[src/pkg/acr_pkg.sv]
/*
 * Constants shared by the serial configuration bank: register offsets,
 * field positions, write masks, reset value, frame layout and pattern codes.
 * Assumes nothing beyond a SystemVerilog compiler.
 */
package acr_pkg;

   // ----------------------------------------------------------------
   // serial frame layout
   // ----------------------------------------------------------------
   localparam int ACR_ADDR_W = 8;
   localparam int ACR_DATA_W = 8;
   localparam int ACR_FRAME_BITS = 16;
   localparam int ACR_CNT_W = 5;

   // ----------------------------------------------------------------
   // register offsets and reset value
   // ----------------------------------------------------------------
   localparam logic [7:0] ACR_OFS_RESET_READBACK = 8'h00;
   localparam logic [7:0] ACR_OFS_SWING = 8'h01;
   localparam logic [7:0] ACR_OFS_PERF = 8'h03;
   localparam logic [7:0] ACR_OFS_GAIN_PAT = 8'h25;
   localparam logic [7:0] ACR_OFS_FORMAT = 8'h29;
   localparam logic [7:0] ACR_RESET_VAL = 8'h00;

   // ----------------------------------------------------------------
   // field positions and the bits each register keeps
   // ----------------------------------------------------------------
   localparam int ACR_READBACK_BIT = 0;
   localparam int ACR_SOFT_RESET_BIT = 1;
   localparam int ACR_SWING_LSB = 2;
   localparam int ACR_GAIN_LSB = 4;
   localparam int ACR_PAT_LSB = 0;
   localparam int ACR_FORMAT_LSB = 3;
   localparam logic [7:0] ACR_MASK_RESET_READBACK = 8'h03;
   localparam logic [7:0] ACR_MASK_SWING = 8'hFC;
   localparam logic [7:0] ACR_MASK_PERF = 8'h03;
   localparam logic [7:0] ACR_MASK_GAIN_PAT = 8'hF7;
   localparam logic [7:0] ACR_MASK_FORMAT = 8'h18;

   // ----------------------------------------------------------------
   // field codes
   // ----------------------------------------------------------------
   localparam logic [1:0] ACR_PERF_BEST = 2'h3;
   localparam logic [1:0] ACR_FORMAT_OFFSET_BIN = 2'h3;
   localparam logic [3:0] ACR_GAIN_MAX = 4'hC;
   localparam logic [11:0] ACR_TOGGLE_A = 12'hAAA;
   localparam logic [11:0] ACR_TOGGLE_B = 12'h555;

   typedef enum logic [2:0] {
      ACR_PAT_NORMAL,
      ACR_PAT_ZEROS,
      ACR_PAT_ONES,
      ACR_PAT_TOGGLE,
      ACR_PAT_RAMP,
      ACR_PAT_CUSTOM
   } acr_pattern_type;

endpackage : acr_pkg

[src/hw/acr_config_bank.sv]
/*
 * Serial configuration bank of a dual-channel converter: five byte
 * registers written and read over an address-byte/data-byte serial frame,
 * readback on a dedicated pin, and channel A output pattern and format.
 * Assumes serial pins come from outside clk's domain, conversion data and
 * the custom pattern come from logic on clk.
 */
`timescale 1ns/100ps
module acr_config_bank
   import acr_pkg::*;
#(
   parameter int SAMPLE_W = 12
)(
   // clock and reset
   input wire logic clk,
   input wire logic rst,
   input wire logic ce,
   // serial configuration pins
   input wire logic sclk,
   input wire logic sen_n,
   input wire logic sdata,
   output logic serial_readback_pin_o,
   output logic serial_readback_pin_oe_n,
   // channel A data path
   input wire logic [SAMPLE_W-1:0] conv_data,
   input wire logic [SAMPLE_W-1:0] custom_pattern,
   output logic [SAMPLE_W-1:0] chan_a_data_r,
   // configuration fields
   output logic [5:0] swing_code,
   output logic best_perf_select,
   output logic [3:0] chan_a_gain_code,
   output logic [3:0] chan_a_gain_half_db_r,
   output logic [2:0] chan_a_pattern_select,
   output logic offset_binary
);

   initial begin
      if (SAMPLE_W != 12) begin
         $error("acr_config_bank: toggle pattern needs 12-bit samples");
      end
   end

   // ----------------------------------------------------------------
   // serial front end
   // ----------------------------------------------------------------
   logic sclk_rise;
   logic [ACR_CNT_W-1:0] bit_cnt_r;
   logic [ACR_ADDR_W-1:0] addr_r;
   logic [ACR_FRAME_BITS-2:0] shift_r;
   logic sdata_s;

   acr_serial_rx #(
      .FRAME_BITS(ACR_FRAME_BITS),
      .ADDR_W(ACR_ADDR_W)
   ) u_rx (
      .clk(clk),
      .rst(rst),
      .ce(ce),
      .sclk(sclk),
      .sen_n(sen_n),
      .sdata(sdata),
      .sclk_rise(sclk_rise),
      .bit_cnt_r(bit_cnt_r),
      .addr_r(addr_r),
      .shift_r(shift_r),
      .sdata_s(sdata_s)
   );

   logic [7:0] wr_data;
   logic wr_p;
   logic wr_ok;
   logic rd_load_p;
   logic rd_shift_p;

   assign wr_data = {shift_r[ACR_DATA_W-2:0], sdata_s};
   assign wr_p = sclk_rise && bit_cnt_r == ACR_CNT_W'(ACR_FRAME_BITS - 1);
   assign rd_load_p = sclk_rise && bit_cnt_r == ACR_CNT_W'(ACR_ADDR_W);
   assign rd_shift_p = sclk_rise && bit_cnt_r > ACR_CNT_W'(ACR_ADDR_W)
      && bit_cnt_r < ACR_CNT_W'(ACR_FRAME_BITS);

   // ----------------------------------------------------------------
   // register bank
   // ----------------------------------------------------------------
   logic [7:0] ctrl_r, swing_r, perf_r, gain_pat_r, format_r;

   // register 00h stays writable so software can leave readback mode
   assign wr_ok = wr_p && (addr_r == ACR_OFS_RESET_READBACK
      || !ctrl_r[ACR_READBACK_BIT]);

   always_ff @(posedge clk) begin
      if (rst) begin
         ctrl_r <= ACR_RESET_VAL;
         swing_r <= ACR_RESET_VAL;
         perf_r <= ACR_RESET_VAL;
         gain_pat_r <= ACR_RESET_VAL;
         format_r <= ACR_RESET_VAL;
      end else if (ce) begin
         if (ctrl_r[ACR_SOFT_RESET_BIT]) begin
            // one cycle after the request every register, the bit itself too
            ctrl_r <= ACR_RESET_VAL;
            swing_r <= ACR_RESET_VAL;
            perf_r <= ACR_RESET_VAL;
            gain_pat_r <= ACR_RESET_VAL;
            format_r <= ACR_RESET_VAL;
         end else if (wr_ok) begin
            case (addr_r)
               ACR_OFS_RESET_READBACK: ctrl_r <= wr_data & ACR_MASK_RESET_READBACK;
               ACR_OFS_SWING: swing_r <= wr_data & ACR_MASK_SWING;
               ACR_OFS_PERF: perf_r <= wr_data & ACR_MASK_PERF;
               ACR_OFS_GAIN_PAT: gain_pat_r <= wr_data & ACR_MASK_GAIN_PAT;
               ACR_OFS_FORMAT: format_r <= wr_data & ACR_MASK_FORMAT;
               default: ;
            endcase
         end
      end
   end

   function automatic logic [7:0] read_mux(input logic [7:0] a);
      case (a)
         ACR_OFS_RESET_READBACK: read_mux = ctrl_r;
         ACR_OFS_SWING: read_mux = swing_r;
         ACR_OFS_PERF: read_mux = perf_r;
         ACR_OFS_GAIN_PAT: read_mux = gain_pat_r;
         ACR_OFS_FORMAT: read_mux = format_r;
         default: read_mux = 8'h00;
      endcase
   endfunction : read_mux

   logic [7:0] rd_sel;
   assign rd_sel = read_mux(addr_r);

   // ----------------------------------------------------------------
   // readback shifter
   // ----------------------------------------------------------------
   // D7 stands from the ninth rising edge so the falling edge in its own
   // bit slot catches it; each later rising edge moves one bit on
   logic [7:0] rd_sh_r;

   always_ff @(posedge clk) begin
      if (rst) begin
         rd_sh_r <= 8'h00;
      end else if (ce) begin
         if (!ctrl_r[ACR_READBACK_BIT]) begin
            rd_sh_r <= 8'h00;
         end else if (rd_load_p) begin
            rd_sh_r <= read_mux(addr_r);
         end else if (rd_shift_p) begin
            rd_sh_r <= {rd_sh_r[6:0], 1'b0};
         end
      end
   end

   // the shifter still holds D0 for one cycle after readback is switched off
   assign serial_readback_pin_o = rd_sh_r[7] && ctrl_r[ACR_READBACK_BIT];
   assign serial_readback_pin_oe_n = !ctrl_r[ACR_READBACK_BIT];

   // ----------------------------------------------------------------
   // field outputs
   // ----------------------------------------------------------------
   // the swing code only takes effect once the far side enables the override
   assign swing_code = swing_r[ACR_SWING_LSB +: 6];
   assign best_perf_select = perf_r[1:0] == ACR_PERF_BEST;
   assign chan_a_gain_code = gain_pat_r[ACR_GAIN_LSB +: 4];
   assign chan_a_pattern_select = gain_pat_r[ACR_PAT_LSB +: 3];
   assign offset_binary = format_r[ACR_FORMAT_LSB +: 2] == ACR_FORMAT_OFFSET_BIN;

   // ----------------------------------------------------------------
   // channel A gain and data path
   // ----------------------------------------------------------------
   logic [SAMPLE_W-1:0] ramp_r;
   logic toggle_r;
   logic [SAMPLE_W-1:0] src;

   always_comb begin
      case (acr_pattern_type'(chan_a_pattern_select))
         ACR_PAT_NORMAL: src = conv_data;
         ACR_PAT_ZEROS: src = '0;
         ACR_PAT_ONES: src = '1;
         ACR_PAT_TOGGLE: src = toggle_r ? ACR_TOGGLE_B : ACR_TOGGLE_A;
         ACR_PAT_RAMP: src = ramp_r;
         ACR_PAT_CUSTOM: src = custom_pattern;
         default: src = conv_data;
      endcase
   end

   always_ff @(posedge clk) begin
      if (rst) begin
         ramp_r <= '0;
         toggle_r <= 1'b0;
         chan_a_data_r <= '0;
         chan_a_gain_half_db_r <= 4'h0;
      end else if (ce) begin
         ramp_r <= ramp_r + 1'b1;
         toggle_r <= !toggle_r;
         // offset binary differs from two's complement by the sign bit only
         chan_a_data_r <= offset_binary ? {!src[SAMPLE_W-1], src[SAMPLE_W-2:0]} : src;
         // code 0000 is zero gain; codes above 6 dB are undefined and fall back to it
         chan_a_gain_half_db_r <= (chan_a_gain_code > ACR_GAIN_MAX) ? 4'h0
            : chan_a_gain_code;
      end
   end
endmodule : acr_config_bank

[src/hw/acr_serial_rx.sv]
/*
 * Serial front end: synchronises the serial clock, enable and data pins,
 * finds serial clock rising edges and counts the bits of one frame.
 * Assumes the serial clock is slower than a quarter of clk.
 */
`timescale 1ns/100ps
module acr_serial_rx
   import acr_pkg::*;
#(
   parameter int FRAME_BITS = ACR_FRAME_BITS,
   parameter int ADDR_W = ACR_ADDR_W
)(
   // clock and reset
   input wire logic clk,
   input wire logic rst,
   input wire logic ce,
   // pins
   input wire logic sclk,
   input wire logic sen_n,
   input wire logic sdata,
   // frame state
   output logic sclk_rise,
   output logic [ACR_CNT_W-1:0] bit_cnt_r,
   output logic [ADDR_W-1:0] addr_r,
   output logic [FRAME_BITS-2:0] shift_r,
   output logic sdata_s
);

   initial begin
      if (FRAME_BITS != 2 * ADDR_W || FRAME_BITS >= (1 << ACR_CNT_W)) begin
         $error("acr_serial_rx: frame must be one address and one data byte");
      end
   end

   // ----------------------------------------------------------------
   // pin synchronisers
   // ----------------------------------------------------------------
   logic sclk_m, sclk_s, sclk_d;
   logic sen_m, sen_s;
   logic sdata_m;

   always_ff @(posedge clk) begin
      if (rst) begin
         sclk_m <= 1'b0;
         sclk_s <= 1'b0;
         sclk_d <= 1'b0;
         sen_m <= 1'b1;
         sen_s <= 1'b1;
         sdata_m <= 1'b0;
         sdata_s <= 1'b0;
      end else if (ce) begin
         sclk_m <= sclk;
         sclk_s <= sclk_m;
         sclk_d <= sclk_s;
         sen_m <= sen_n;
         sen_s <= sen_m;
         sdata_m <= sdata;
         sdata_s <= sdata_m;
      end
   end

   assign sclk_rise = ce && sclk_s && !sclk_d && !sen_s;

   // ----------------------------------------------------------------
   // bit counter and shift register
   // ----------------------------------------------------------------
   // bits past the frame length are ignored until the enable is released
   always_ff @(posedge clk) begin
      if (rst) begin
         bit_cnt_r <= '0;
         shift_r <= '0;
         addr_r <= '0;
      end else if (ce) begin
         if (sen_s) begin
            bit_cnt_r <= '0;
         end else if (sclk_rise && bit_cnt_r != ACR_CNT_W'(FRAME_BITS)) begin
            bit_cnt_r <= bit_cnt_r + 1'b1;
            shift_r <= {shift_r[FRAME_BITS-3:0], sdata_s};
            if (bit_cnt_r == ACR_CNT_W'(ADDR_W - 1)) begin
               addr_r <= {shift_r[ADDR_W-2:0], sdata_s};
            end
         end
      end
   end

endmodule : acr_serial_rx

[config.mk]
export PLATFORM = sky130hd
export DESIGN_NAME = acr_config_bank
export DESIGN_NICKNAME = d
export VERILOG_FILES = /design/src/pkg/acr_pkg.sv /design/src/hw/acr_config_bank.sv /design/src/hw/acr_serial_rx.sv
export SDC_FILE = /design/constraint.sdc
export NUM_CORES = 1
export LEC_CHECK = 0
export ABC_AREA = 1
export BUFFER_PORTS_ARGS = -buffer_cell sky130_fd_sc_hd__clkbuf_2
export CAP_MARGIN = 10
export CORE_ASPECT_RATIO = 1.1
export CORE_MARGIN = 2
export CORE_UTILIZATION = 51
export DETAILED_ROUTE_END_ITERATION = 8
export GPL_ROUTABILITY_DRIVEN = 0
export MAX_ROUTING_LAYER = met4
export PLACE_DENSITY = 0.76
export SKIP_LAST_GASP = 1
export SLEW_MARGIN = 30
export SYNTH_ARGS = -nofsm -noshare
export SYNTH_HDL_FRONTEND = slang
export SYNTH_SLANG_ARGS = --single-unit
[constraint.sdc]
create_clock -name clk -period 1.4 [get_ports clk]
set_input_delay 0.35 -clock clk [delete_from_list [all_inputs] [get_ports clk]]
set_output_delay 0.35 -clock clk [all_outputs]
set_load 0.05 [all_outputs]
== Word-level counts from Yosys, hierarchy flattened ==
Cells that the tools add are included.

* Bitwise operators: 1
* Multiplexer cells: 25
* Shift operators: 0
* Eq/ne operators: 16
* Reductions and logical operators: 33
* Divide/modulo/power cells: 0
* $lt $le $gt $ge: 3
* Multiply operators: 0
* Add/subtract/negate cells: 2

{| class="wikitable"
|+ Operators by type and width
! operator !! number
|-
| 2-to-1 mux 8 bit || 18
|-
| one-hot mux 12 bit (5 select lines) || 1
|-
| one-hot mux 8 bit (5 select lines) || 1
|-
| 2-to-1 mux 12 bit || 2
|-
| AND reduction 3 bit || 6
|-
| == test 8 x 6 -> 1 bit (second input constant) || 2
|-
| nonzero test 2 bit || 7
|-
| adder 12 x 1 -> 12 bit (second input constant) || 1
|-
| == test 5 x 4 -> 1 bit (second input constant) || 2
|-
| logical AND 1 bit || 10
|-
| 2-to-1 mux 5 bit || 2
|-
| == test 8 x 1 -> 1 bit (second input constant) || 1
|-
| == test 8 x 2 -> 1 bit (second input constant) || 1
|-
| logical NOT 8 bit || 1
|-
| == test 3 x 2 -> 1 bit (second input constant) || 2
|-
| == test 3 bit (second input constant) || 2
|-
| adder 5 x 1 -> 5 bit (second input constant) || 1
|-
| == test 5 x 3 -> 1 bit (second input constant) || 1
|-
| greater-than comparator 5 x 4 -> 1 bit (second input constant) || 1
|-
| logical NOT 1 bit || 5
|-
| < comparator 5 bit (second input constant) || 1
|-
| != test 5 bit (second input constant) || 1
|-
| == test 2 bit (second input constant) || 2
|-
| greater-than comparator 4 bit (second input constant) || 1
|-
| other kinds (7) || 8
|}

* Input port bits: 30
* Flip-flop bits (word level): 104
* Memories kept: 0
* Latch bits: 0
* Logic and storage cells: 101
* Bits in writable memories: 0
* ROM bits: 0

== Logic depth before layout (Yosys ltp) ==
Gate-level depths: netlist of the first run.

* Depth after elaboration: 8
* Gate-level depth with buffers: 11
* Mapped depth without buffers: 11

== Cells and area by module ==
A second synthesis of the first run with hierarchy kept.

* Cells, all modules: 653
* Area total of the unflattened synthesis: 4,521.8 µm²

{| class="wikitable"
|+ By module, submodules not included
! module !! area an instance (µm²) !! cells an instance !! times used !! seq. area each (µm²)
|-
| acr_config_bank || 3,079.2 || 473 || 1 || 1,121.1
|-
| acr_serial_rx || 1,442.6 || 180 || 1 || 700.7
|}

== Worst setup path before layout of the first run ==
No wires, ideal clock.

* Path kind: reg2reg
* Start point: register gain_pat_r[1]
* End point: register chan_a_data_r[2]
* Cell stages (with the launch flop): 9
* Data arrival time: 1,710 ps
* Setup slack: -380 ps
* Cell sequence: dfxtp_1 inv_1 nand2_1 nand2_1 nor2_1 inv_1 nand2_1 o22ai_1 a21oi_1

* Longest elaborated chain between the ends: 3

{| class="wikitable"
|+ RTL lines
! element !! RTL line !! source
|-
| from (decl) || acr_config_bank.sv:84 || <nowiki>logic [7:0] ctrl_r, swing_r, perf_r, gain_pat_r, format_r;</nowiki>
|-
| from (signal assigned) || acr_config_bank.sv:110 || <nowiki>ACR_OFS_GAIN_PAT: gain_pat_r <= wr_data & ACR_MASK_GAIN_PAT;</nowiki>
|-
| == test 3 bit, or another cell as far along || acr_config_bank.sv:175 || <nowiki>case (acr_pattern_type'(chan_a_pattern_select))</nowiki>
|-
| one-hot mux 12 bit (5 select lines) (*) || acr_config_bank.sv:175 ||
|-
| 2-to-1 mux 12 bit (*) || acr_config_bank.sv:196 || <nowiki>chan_a_data_r <= offset_binary ? {!src[SAMPLE_W-1], src[SAMPLE_W-2:0]} : src;</nowiki>
|-
| to (signal assigned) || acr_config_bank.sv:196 ||
|-
| to (decl) || acr_config_bank.sv:27 || <nowiki>output logic [SAMPLE_W-1:0] chan_a_data_r,</nowiki>
|}

Mark *: on every way between the ends. The rest lies on a longest branch, timed or not.
A chain may end at the register's enable or synchronous reset.

== Final worst setup path of the first run ==
* Start point: register u_rx.bit_cnt_r[1]
* End point: register format_r[3]

* Longest elaborated chain between the ends: 5

{| class="wikitable"
|+ RTL lines
! element !! RTL line !! source
|-
| from (decl) || acr_serial_rx.sv:23 || <nowiki>output logic [ACR_CNT_W-1:0] bit_cnt_r,</nowiki>
|-
| from (signal assigned) || acr_serial_rx.sv:77 || <nowiki>bit_cnt_r <= bit_cnt_r + 1'b1;</nowiki>
|-
| == test 5 x 4 -> 1 bit || acr_config_bank.sv:76 || <nowiki>assign wr_p = sclk_rise && bit_cnt_r == ACR_CNT_W'(ACR_FRAME_BITS - 1);</nowiki>
|-
| logical AND 1 bit || acr_config_bank.sv:76 ||
|-
| logical AND 1 bit || acr_config_bank.sv:87 || <nowiki>assign wr_ok = wr_p && (addr_r == ACR_OFS_RESET_READBACK</nowiki>
|-
| nonzero test 2 bit (no line) || n/a ||
|-
| AND reduction 3 bit (no line) || n/a ||
|-
| to (signal assigned) || acr_config_bank.sv:111 || <nowiki>ACR_OFS_FORMAT: format_r <= wr_data & ACR_MASK_FORMAT;</nowiki>
|-
| to (decl) || acr_config_bank.sv:84 ||
|}

No other way between the ends.

==> metrics.log, run 1 <==
[metrics] master of the slowest instance on the critical path: dfxtp_2
[metrics] area of the mapped netlist: about 3900 um^2
[metrics] violation count after the first detailed-routing iteration: around 280
[metrics] vias per inst: approximately 5.5
[metrics] min-delay worst type: in2reg
[metrics] R2R Path Start: u_rx.bit_cnt_r[1]
[metrics] relative max-transition margin: 0.728
[metrics] unrepaired setup endpoints after global routing: yes
[metrics] static power due to leakage: 2.36 nW
[metrics] Yosys cell types: 30
[metrics] Fin Setup TNS: -8.89 ns
[metrics] area of the core: 7470 um^2
[metrics] Cell Pwr Density: around 820 nW/um^2
[metrics] reg-to-reg endpoint: format_r[3]
[metrics] clock slew seen by the registers of the worst setup and hold paths: 0.08 ns
[metrics] number of standard cells in the layout, taps in and fillers out: approximately 800
[metrics] number of levels in the clock H-tree: 3
[metrics] area of the die: 8460 um^2
[metrics] CP endpoint: format_r[3]
[metrics] number of placed cells counting well taps: between 700 and 800
[metrics] io pins: 63
[metrics] # Max-Cap Violations: 0
[metrics] starting density of the core: 0.528
[metrics] Syn. warnings: 0
[metrics] Worst Hold Margin: 0.198 ns
[metrics] number of remaining DRC errors: 0
[metrics] outcome: finished with violations
[metrics] required arrival time at the worst endpoint: around 1.7 ns
[metrics] final hold viol count: 0
[metrics] vias in the first global route: slightly below 4000
[metrics] Worst setup EP type: flop
[metrics] clock buffers created by TritonCTS: 9
[metrics] data arrival time of the critical path: around 2.0 ns
[metrics] Worst Max-Slew Pin Slew: 0.405 ns
[metrics] number of iterations in the first detailed-routing pass: 5
[metrics] minimum setup slack after placement: -0.241 ns
[metrics] all-layer global routing usage: 0.282
[metrics] post-route minimum period: 1.71 ns
[metrics] violations in the final reports: setup timing
[metrics] Slowest Stage Delay on Critical Path: 0.36 ns
[metrics] launching element type of the critical path: flop
[metrics] post-synthesis area per instance: between 6 and 7 um^2
[metrics] diodes inserted: 0
[metrics] number of buffers and inverters on the critical path: 2
[metrics] total number of vias: about 4400
[metrics] mean routed wirelength per cell: 14.8 um
[metrics] final WL: around 12000 um
[metrics] largest clock skew in the final design: between 0.007 and 0.008 ns
[metrics] number of sinks driven by the clock tree: 83
[metrics] detailed-placement wirelength estimate: slightly below 8000 um
[metrics] clock tree from TritonCTS: built
[metrics] I/O Buffers: 62
[metrics] clk buf depth: 2
[metrics] latest clock arrival within the worst-skew pair: roughly 0.36 ns
[metrics] grt ovf: 0
[metrics] stages on the worst setup path: 10
[metrics] cells along the critical path: ha_4 > nand2_2 > nor2_2 > ha_2 > nand2_2 > a21oi_4 > buf_6 > clkbuf_16 > nand4_1 > a21oi_1
[metrics] share of synthesized area occupied by flip-flops and latches: 0.421
[metrics] final worst setup slack: -0.310 ns
[metrics] Setup CP Type: reg2reg
[metrics] cell row count: 33
[metrics] dominant delay contributor by cell family on the critical path: compound AO/OA/AOI/OAI gates
[metrics] nets in the synthesized netlist: 612
[metrics] residual antenna-violating net count after detailed routing: 0
[metrics] flop and latch count out of synthesis: 83
[metrics] Register-to-Register Path Depth: 10
[metrics] highest fanout seen on the critical path: 5
[metrics] die extent in y: between 90 and 100 um
[metrics] hold-fix buffer count after cts: 0
[metrics] share of the clock period used by the worst path: 1.22
[metrics] CTS root buf: clkbuf_8
[metrics] x dimension of the die: a little under 90 um
[metrics] largest net degree at the start of global routing: 53
[metrics] largest vdd supply drop: around 0.66 mV
[metrics] global-route wire length before repair: ~18000 um
[metrics] fraction of final layout cells sized beyond drive strength 1: 0.339
[metrics] number of antenna violations at the first check in global routing: 0
[metrics] final setup vio count: 50
[metrics] Worst setup startpoint: u_rx.bit_cnt_r[1]
[metrics] max-slew violations: 0
[metrics] top achievable clock speed: 0.585 GHz
[metrics] most numerous cell on the critical path: nand2_2
[metrics] reg2reg setup slack: -0.31 ns
[metrics] area overhead of the layout relative to synthesis: 40.2%
[metrics] synthesized instance count: roughly 580
[metrics] net count of the finished layout: around 730
## tightest hold or removal path, stage by stage
cell and delay, ns:
clkbuf_2 0.07, nand2_1 0.04, nand3_1 0.06
## cell usage in the layout (no fill, tap or decap), types with 19 or more instances in the layout
cell and instances:
dfxtp_1 67, nor2_1 48, nand2_1 112, clkbuf_2 52
nand4_1 19, buf_4 53, inv_1 57, nand3_1 26
o21ai_0 50, a21oi_1 59
## cells in the mapped netlist
master / count / area [um^2]
o21ai_0: 54 / 270
nand2_1: 131 / 492
inv_1: 66 / 248
dfxtp_1: 83 / 1660
nor2_2: 1 / 6.26
nor2_1: 61 / 229
xnor2_1: 1 / 8.76
nand4_1: 19 / 119
o22ai_1: 7 / 43.8
ha_1: 4 / 50.1
nor4_1: 1 / 6.26
nand3b_1: 1 / 7.51
nor3_1: 9 / 45.0
clkbuf_1: 15 / 56.3
nand3_4: 1 / 17.5
xor2_1: 2 / 17.5
nand3_1: 29 / 145
o211ai_1: 7 / 52.6
nand2_2: 1 / 6.26
inv_2: 1 / 3.75
nor3_4: 1 / 16.3
a21oi_4: 1 / 16.3
nand3_2: 1 / 10.0
a211oi_1: 2 / 15.0
buf_1: 1 / 3.75
a21oi_1: 72 / 360
buf_6: 1 / 11.3
buf_4: 1 / 7.51
and2_1: 1 / 6.26
buf_2: 3 / 15.0
## power breakdown
group          internal (mW)  leakage (nW)  switching [mW]  total [mW]
registers               2.41         0.684          0.0373        2.45
clock network          0.800        0.0908           0.863        1.66
logic                  0.141          1.58           0.289       0.429
total                   3.35          2.36            1.19        4.54
## worst min-delay path by stage
stage	startpoint	to	slack, ns	cells past startpoint
floorplan	u_rx.sen_m	u_rx.sen_m	0.43	2
global placement	u_rx.sen_m	u_rx.sen_m	0.44	2
detailed placement	u_rx.sen_m	u_rx.sen_m	0.45	2
CTS	sen_n	u_rx.sen_m	0.20	3
global route	sen_n	u_rx.sen_m	0.21	3
finish	sen_n	u_rx.sen_m	0.20	3
## kinds of logic after synthesis
| family | Yosys count | share of synthesized area |
|---|---|---|
| compound gates | 143 | 0.192 |
| xor+xnor | 3 | 0.00666 |
| fa+ha+maj | 4 | 0.0127 |
| buf+inv | 88 | 0.0875 |
| flops | 83 | 0.421 |
| simple gates | 257 | 0.280 |
## state kept, by name, summed over array words and instances (netlist names), 2 cells and up
signal and cells:
u_rx.addr_r 8, chan_a_gain_half_db_r 4, rd_sh_r 8, gain_pat_r 7
swing_r 6, perf_r 2, chan_a_data_r 12, u_rx.shift_r 7
ctrl_r 2, ramp_r 12, u_rx.bit_cnt_r 5, format_r 2
## per-layer routing
layer | global-route usage | share of wire
met5 | - | 0
met4 | 0.145 | 0.042
met3 | 0.0420 | 0.065
met2 | 0.467 | 0.49
met1 | 0.331 | 0.41
## stage by stage
stage / total power [mW] / utilization / cell area, um^2
2_1_floorplan: 2.75 / - / 4000
3_3_place_gp: 2.89 / 0.643 / 4800
3_5_place_dp: 2.89 / 0.643 / 4800
4_1_cts: 4.53 / 0.687 / 5130
5_1_grt: 4.71 / 0.741 / 5540
6_report: 4.54 / 0.741 / 5540
## final cells by class
cell class | count | area, um^2
multi-input cells | 408 | 2240
fillers | 579 | 1940
flip-flops and latches | 83 | 1690
repair buffers | 131 | 1020
inverters | 67 | 260
clock buffers | 13 | 170
well taps | 105 | 131
clock inverters | 3 | 20.0
## timing repair
item / CTS / global route
cloned: 1 / 4
endpoints found under the setup margin: 58 / 72
pin swaps: 3 / 23
buffers inserted: 1 / 10
gates resized for setup: 32 / 96
Note: power is estimated with default switching activity, not from simulation.
==> run 2: changes to the inputs <==
--- a/config.mk
+++ b/config.mk
@@ -10,13 +10,14 @@
 export CAP_MARGIN = 10
 export CORE_ASPECT_RATIO = 1.1
 export CORE_MARGIN = 2
-export CORE_UTILIZATION = 51
+export CORE_UTILIZATION = 52
 export DETAILED_ROUTE_END_ITERATION = 8
 export GPL_ROUTABILITY_DRIVEN = 0
 export MAX_ROUTING_LAYER = met4
-export PLACE_DENSITY = 0.76
+export PLACE_DENSITY = 0.86
 export SKIP_LAST_GASP = 1
 export SLEW_MARGIN = 30
 export SYNTH_ARGS = -nofsm -noshare
 export SYNTH_HDL_FRONTEND = slang
+export SYNTH_HIERARCHICAL = 1
 export SYNTH_SLANG_ARGS = --single-unit
==> run 2 against run 1 <==
The flow still finishes with violations (setup timing). Die area grew 5.7%. Core utilization is essentially flat. Via count grew 9.8%.
==> metrics.log, run 2 <==
[metrics] Fin Setup TNS: -8.01 ns (was -8.89 ns)
[metrics] clock network fraction of design power: 0.415 (was 0.366)
[metrics] Final Instance Area: 5890 um^2 (was 5540 um^2)
[metrics] dominant delay contributor by cell family on the critical path: simple AND/OR/NAND/NOR gates (was compound AO/OA/AOI/OAI gates)
[metrics] Worst Max-Slew Pin Slew: 0.407 ns (was 0.405 ns)
[metrics] share of the clock period used by the worst path: 1.27 (was 1.22)
[metrics] cell row count: 34 (was 33)
[metrics] final worst setup slack: -0.377 ns (was -0.310 ns)
[metrics] violations in the final reports: setup timing (unchanged)
[metrics] final setup vio count: 46 (was 50)
[metrics] number of placed cells counting well taps: 808 (was 779)
[metrics] Worst Hold Depth: 3 (unchanged)
[metrics] R2R Path Start: u_rx/sen_s (was u_rx.bit_cnt_r[1])
[metrics] commonest non-fill, non-tap cells in the layout: 122 x nand2_1, 82 x nor2_1, 67 x dfxtp_1, 60 x inv_1, 56 x buf_4 (was 112 x nand2_1, 67 x dfxtp_1, 59 x a21oi_1, 57 x inv_1, 53 x buf_4)
[metrics] largest vdd supply drop: 0.511 mV (was 0.655 mV)
[metrics] Syn. warnings: 6 (was 0)
[metrics] violation count after the first detailed-routing iteration: 476 (was 282)
[metrics] area of the die: 8940 um^2 (was 8460 um^2)
[metrics] largest clock skew in the final design: 0.0144 ns (was 0.00713 ns)
[metrics] global-route wire length before repair: 18800 um (was 17900 um)
[metrics] clock buffers created by TritonCTS: 9 (unchanged)
[metrics] cells along the critical path: inv_2 > nand2_4 > nor2_8 > nand2_4 > nor2_4 > nand4_1 > nand2_4 > nand4_1 > nand2_1 > nand2_1 > nor2_1 (was ha_4 > nand2_2 > nor2_2 > ha_2 > nand2_2 > a21oi_4 > buf_6 > clkbuf_16 > nand4_1 > a21oi_1)
[metrics] clock slew seen by the registers of the worst setup and hold paths: 0.09 ns (was 0.08 ns)
[metrics] post-synthesis area per instance: 6.86 um^2 (was 6.83 um^2)
[metrics] required arrival time at the worst endpoint: 1.69 ns (was 1.68 ns)
[metrics] clk buf depth: 2 (unchanged)
[metrics] vias in the first global route: 4245 (was 3954)
[metrics] number of iterations in the first detailed-routing pass: 8 (was 5)
[metrics] Layout Utilization: 0.741 (about the same)
[metrics] Register-to-Register Path Depth: 11 (was 10)
[metrics] relative max-transition margin: 0.727 (was 0.728)
[metrics] mean routed wirelength per cell: 16.6 um (was 14.8 um)
[metrics] placed instance area: 4870 um^2 (was 4800 um^2)
[metrics] number of standard cells in the layout, taps in and fillers out: 856 (was 810)
[metrics] fraction of power consumed by sequential logic: 0.489 (was 0.539)
[metrics] most frequent standard cell in the layout excluding fill and tap cells: nand2_1 (unchanged)
[metrics] latest clock arrival within the worst-skew pair: 0.36 ns (about the same)
[metrics] diodes inserted: 0 (unchanged)
[metrics] Worst Hold Margin: 0.206 ns (was 0.198 ns)
[metrics] switching power: 1.26 mW (was 1.19 mW)
[metrics] highest fanout seen on the critical path: 6 (was 5)
[metrics] die extent in y: 99.0 um (was 96.3 um)
[metrics] Worst setup EP type: flop (unchanged)
[metrics] data arrival time of the critical path: 2.06 ns (was 1.99 ns)
[metrics] area overhead of the layout relative to synthesis: 38.2% (was 40.2%)
[metrics] top achievable clock speed: 0.563 GHz (was 0.585 GHz)
[metrics] x dimension of the die: 90.3 um (was 87.9 um)
[metrics] reg-to-reg endpoint: format_r[4] (was format_r[3])
[metrics] residual antenna-violating net count after detailed routing: 0 (unchanged)
[metrics] I/O Buffers: 62 (unchanged)
[metrics] number of buffers and inverters on the critical path: 1 (was 2)
[metrics] outcome: finished with violations (unchanged)
[metrics] hold-fix buffer count after cts: 0 (unchanged)
[metrics] vias per inst: 5.71 (was 5.49)
[metrics] launching element type of the critical path: flop (unchanged)
[metrics] Setup CP Type: reg2reg (unchanged)
[metrics] synthesized instance count: 622 (was 578)
[metrics] area of the mapped netlist: 4260 um^2 (was 3950 um^2)
[metrics] FILL cells: 505 (was 579)
[metrics] number of sinks driven by the clock tree: 83 (unchanged)
[metrics] CTS root buf: clkbuf_8 (unchanged)
[metrics] Slowest Stage Delay on Critical Path: 0.31 ns (was 0.36 ns)
[metrics] min-delay worst type: in2reg (unchanged)
[metrics] number of antenna violations at the first check in global routing: 0 (unchanged)
[metrics] fraction of final layout cells sized beyond drive strength 1: 0.365 (was 0.339)
[metrics] master of the slowest instance on the critical path: dfxtp_1 (was dfxtp_2)
[metrics] switching share of total power: 0.252 (was 0.262)
[metrics] max-slew violations: 0 (unchanged)
[metrics] net count of the finished layout: 776 (was 734)
[metrics] minimum setup slack after placement: -0.337 ns (was -0.241 ns)
[metrics] final hold viol count: 0 (unchanged)
[metrics] static power due to leakage: 2.69 nW (was 2.36 nW)
[metrics] total number of vias: 4885 (was 4447)
[metrics] number of levels in the clock H-tree: 3 (unchanged)
[metrics] reg2reg setup slack: -0.38 ns (was -0.31 ns)
[metrics] # Max-Cap Violations: 0 (unchanged)
[metrics] unrepaired setup endpoints after global routing: yes (unchanged)
[metrics] largest net degree at the start of global routing: 43 (was 53)
[metrics] most numerous cell on the critical path: nand2_4 (was nand2_2)
[metrics] all-layer global routing usage: 0.264 (was 0.282)
[metrics] starting density of the core: 0.536 (was 0.528)
[metrics] detailed-placement wirelength estimate: 7710 um (was 7850 um)
[metrics] area of the core: 7960 um^2 (was 7470 um^2)
[metrics] post-route minimum period: 1.78 ns (was 1.71 ns)
[metrics] Cell Pwr Density: 852 nW/um^2 (was 820 nW/um^2)
[metrics] number of remaining DRC errors: 0 (unchanged)
[metrics] share of power burned in combinational logic: 0.096 (was 0.095)
[metrics] worst-case hold path end point: u_rx/sen_m (was u_rx.sen_m)
[metrics] overall power consumption: 5.02 mW (was 4.54 mW)
[metrics] grt ovf: 0 (unchanged)
[metrics] critical hold path startpoint: sen_n (unchanged)
[metrics] clock tree from TritonCTS: built (unchanged)
[metrics] final WL: 14200 um (was 12000 um)
[metrics] nets in the synthesized netlist: 655 (was 612)
[metrics] registers with the most flip-flops: chan_a_data_r (12), ramp_r (12) (unchanged)
[metrics] Internal Dissipation: 3.76 mW (was 3.35 mW)
[metrics] io pins: 63 (unchanged)
run 2: power groups by stage:
stage | Clock, mW | Combinational [mW] | Sequential (mW)
3_3_place_gp | 0 | 0.399 | 2.50
3_5_place_dp | 0 | 0.410 | 2.50
6_report | 2.08 | 0.484 | 2.45
4_1_cts | 2.07 | 0.426 | 2.45
5_1_grt | 2.20 | 0.511 | 2.46
2_1_floorplan | 0 | 0.164 | 2.61
run 2: worst max-delay path by stage:
stage / end / from / slack, ns / depth (start not counted)
floorplan: gain_pat_r[2] / ce / -0.15 / 11
global placement: gain_pat_r[2] / ce / -0.26 / 10
detailed placement: gain_pat_r[4] / ce / -0.34 / 10
CTS: perf_r[1] / u_rx/sclk_d / -0.19 / 11
finish: format_r[4] / u_rx/sen_s / -0.38 / 11
global route: format_r[4] / u_rx/sclk_d / -0.46 / 11
run 2: area by class of cell:
class	instances	area, um^2	share of cell area
clock buffers	9	124	0.0210
clock inverters	7	116	0.0197
well taps	108	135	0.0229
repair buffers	132	1060	0.179
multi-input cells	443	2480	0.421
inverters	74	288	0.0488
flip-flops and latches	83	1690	0.287
run 2: routing by layer:
| metal | vias to the layer above | track usage | share of wire |
|---|---|---|---|
| li1 | 2231 | - | - |
| met1 | 2258 | 0.277 | 0.36 |
| met2 | 308 | 0.470 | 0.52 |
| met3 | 88 | 0.0520 | 0.065 |
| met4 | 0 | 0.140 | 0.058 |
| met5 | - | - | 0 |
run 2: worst reg2reg max path, delay by kind of cell (launching register included):
kind                   cells  cell delay [ns]
DFF                        1             0.31
buffers and inverters      1             0.08
and+or+nand+nor           10             1.30
run 2: timing repair:
item / CTS / global route
buffers inserted: 6 / 25
resized for setup: 54 / 118
setup endpoints to repair: 68 / 74
cloned: 2 / 2
pin swaps: 14 / 39
==> run 3: changes to the inputs <==
--- a/config.mk
+++ b/config.mk
@@ -13,7 +13,6 @@
 export CORE_UTILIZATION = 52
 export DETAILED_ROUTE_END_ITERATION = 8
 export GPL_ROUTABILITY_DRIVEN = 0
-export MAX_ROUTING_LAYER = met4
 export PLACE_DENSITY = 0.86
 export SKIP_LAST_GASP = 1
 export SLEW_MARGIN = 30
==> run 3 against run 2 <==
The flow still finishes with violations (setup timing). Sequential share of layout area unchanged. Global-route usage down 0.79 points. Non-clock buffer count unchanged. Combinational power about the same. First-iteration DRC count is 24% higher. Critical endpoint is now ctrl_r[0]. Core utilization stayed put. Critical path depth unchanged.
==> metrics.log, run 3 (same netlist as run 2, synthesis figures left out) <==
[metrics] outcome: finished with violations (unchanged)
[metrics] violations in the final reports: setup timing (unchanged)
[metrics] most frequent standard cell in the layout excluding fill and tap cells: nand2_1 (unchanged)
[metrics] unrepaired setup endpoints after global routing: yes (unchanged)
[metrics] Worst Max-Slew Pin Slew: 0.399 ns (was 0.407 ns)
[metrics] highest fanout seen on the critical path: 2 (was 6)
[metrics] number of placed cells counting well taps: 808 (unchanged)
[metrics] max-slew violations: 0 (unchanged)
[metrics] post-route minimum period: 1.77 ns (was 1.78 ns)
[metrics] commonest non-fill, non-tap cells in the layout: 121 x nand2_1, 83 x nor2_1, 67 x dfxtp_1, 60 x inv_1, 56 x buf_4 (was 122 x nand2_1, 82 x nor2_1, 67 x dfxtp_1, 60 x inv_1, 56 x buf_4)
[metrics] overall power consumption: 5.03 mW (was 5.02 mW)
[metrics] final WL: 14400 um (was 14200 um)
[metrics] static power due to leakage: 2.69 nW (about the same)
[metrics] clock slew seen by the registers of the worst setup and hold paths: 0.10 ns (was 0.09 ns)
[metrics] latest clock arrival within the worst-skew pair: 0.37 ns (was 0.36 ns)
[metrics] mean routed wirelength per cell: 16.8 um (was 16.6 um)
[metrics] cell row count: 34 (unchanged)
[metrics] Internal Dissipation: 3.76 mW (about the same)
[metrics] diodes inserted: 0 (unchanged)
[metrics] number of remaining DRC errors: 0 (unchanged)
[metrics] data arrival time of the critical path: 2.07 ns (was 2.06 ns)
[metrics] number of iterations in the first detailed-routing pass: 6 (was 8)
[metrics] registers with the most flip-flops: chan_a_data_r (12), ramp_r (12) (unchanged)
[metrics] fraction of final layout cells sized beyond drive strength 1: 0.365 (unchanged)
[metrics] net count of the finished layout: 776 (unchanged)
[metrics] x dimension of the die: 90.3 um (unchanged)
[metrics] number of sinks driven by the clock tree: 83 (unchanged)
[metrics] Worst setup EP type: flop (unchanged)
[metrics] FILL cells: 517 (was 505)
[metrics] Fin Setup TNS: -7.81 ns (was -8.01 ns)
[metrics] launching element type of the critical path: flop (unchanged)
[metrics] I/O Buffers: 62 (unchanged)
[metrics] global-route wire length before repair: 18800 um (about the same)
[metrics] residual antenna-violating net count after detailed routing: 0 (unchanged)
[metrics] all-layer global routing usage: 0.256 (was 0.264)
[metrics] relative max-transition margin: 0.733 (was 0.727)
[metrics] clock buffers created by TritonCTS: 9 (unchanged)
[metrics] Final Instance Area: 5890 um^2 (unchanged)
[metrics] # Max-Cap Violations: 0 (unchanged)
[metrics] number of antenna violations at the first check in global routing: 0 (unchanged)
[metrics] minimum setup slack after placement: -0.337 ns (unchanged)
[metrics] grt ovf: 0 (unchanged)
[metrics] area overhead of the layout relative to synthesis: 38.2% (unchanged)
[metrics] total number of vias: 4909 (was 4885)
[metrics] min-delay worst type: in2reg (unchanged)
[metrics] largest clock skew in the final design: 0.0178 ns (was 0.0144 ns)
[metrics] io pins: 63 (unchanged)
[metrics] vias per inst: 5.73 (was 5.71)
[metrics] clock tree from TritonCTS: built (unchanged)
[metrics] vias in the first global route: 4245 (unchanged)
[metrics] fraction of power consumed by sequential logic: 0.488 (was 0.489)
[metrics] Layout Utilization: 0.741 (unchanged)
[metrics] switching share of total power: 0.253 (was 0.252)
[metrics] violation count after the first detailed-routing iteration: 591 (was 476)
[metrics] number of levels in the clock H-tree: 3 (unchanged)
[metrics] die extent in y: 99.0 um (unchanged)
[metrics] Setup CP Type: reg2reg (unchanged)
[metrics] Cell Pwr Density: 853 nW/um^2 (was 852 nW/um^2)
[metrics] Worst Hold Margin: 0.202 ns (was 0.206 ns)
[metrics] clk buf depth: 2 (unchanged)
[metrics] share of power burned in combinational logic: 0.096 (about the same)
[metrics] detailed-placement wirelength estimate: 7710 um (unchanged)
[metrics] final hold viol count: 0 (unchanged)
[metrics] area of the die: 8940 um^2 (unchanged)
[metrics] number of standard cells in the layout, taps in and fillers out: 856 (unchanged)
[metrics] final worst setup slack: -0.366 ns (was -0.377 ns)
[metrics] required arrival time at the worst endpoint: 1.71 ns (was 1.69 ns)
[metrics] placed instance area: 4870 um^2 (unchanged)
[metrics] largest vdd supply drop: 0.527 mV (was 0.511 mV)
[metrics] clock network fraction of design power: 0.415 (about the same)
[metrics] final setup vio count: 51 (was 46)
[metrics] hold-fix buffer count after cts: 0 (unchanged)
[metrics] area of the core: 7960 um^2 (unchanged)
[metrics] starting density of the core: 0.536 (unchanged)
[metrics] share of the clock period used by the worst path: 1.26 (was 1.27)
[metrics] largest net degree at the start of global routing: 43 (unchanged)
[metrics] CTS root buf: clkbuf_8 (unchanged)
[metrics] switching power: 1.27 mW (was 1.26 mW)
[metrics] top achievable clock speed: 0.566 GHz (was 0.563 GHz)
run 3: cell counts in the layout (fill, tap and decap cells not counted):
No cell type changed its count.
run 3: path summary, 6_finish.rpt:
kind                                    to  slack [ns]   startpoint  cells after the start
worst max register to register   ctrl_r[0]       -0.37  u_rx/sclk_d                     11
worst min-delay path            u_rx/sen_m        0.20        sen_n                      3
worst max-delay path             ctrl_r[0]       -0.37  u_rx/sclk_d                     11
worst min register to register  rd_sh_r[0]        0.47   rd_sh_r[0]                      2
run 3: power by group through the flow:
stage	sequential (mW)	combinational (mW)	clock [mW]
final	2.46	0.484	2.09
after detailed placement	2.50	0.410	0
after CTS	2.45	0.426	2.07
after global placement	2.50	0.399	0
after floorplan	2.61	0.164	0
after global routing	2.46	0.511	2.20
run 3: repair_timing:
item                                    4_1_cts  5_1_grt
resized for setup                            54      118
pin swaps                                    14       39
gates cloned                                  2        2
endpoints found under the setup margin       68       74
setup buffers                                 6       25
run 3: critical path, cell delays in order, from the launching register on:
cell     delay, ns
dfxtp_2       0.33
inv_2         0.07
nand2_4       0.07
nor2_8        0.10
nand2_4       0.05
nor2_4        0.11
nand4_1       0.18
or2_1         0.33
buf_4         0.16
o21ai_2       0.13
nand2_1       0.09
nor2_1        0.10
run 3: area by class of cell:
| type | count | area [um^2] | share of cell area |
|---|---|---|---|
| clock buffers | 9 | 124 | 0.0210 |
| clock inverters | 7 | 116 | 0.0197 |
| inverters | 74 | 288 | 0.0488 |
| multi-input cells | 443 | 2480 | 0.421 |
| flip-flops and latches | 83 | 1690 | 0.287 |
| well taps | 108 | 135 | 0.0229 |
| repair buffers | 132 | 1060 | 0.179 |
run 3: layer usage:
| layer | vias up | GRT usage | routed length [um] |
|---|---|---|---|
| li1 | 2233 | - | - |
| met1 | 2282 | 0.276 | 5200 |
| met2 | 315 | 0.470 | 7450 |
| met3 | 79 | 0.0520 | 977 |
| met4 | 0 | 0.140 | 755 |
| met5 | - | 0 | 0 |
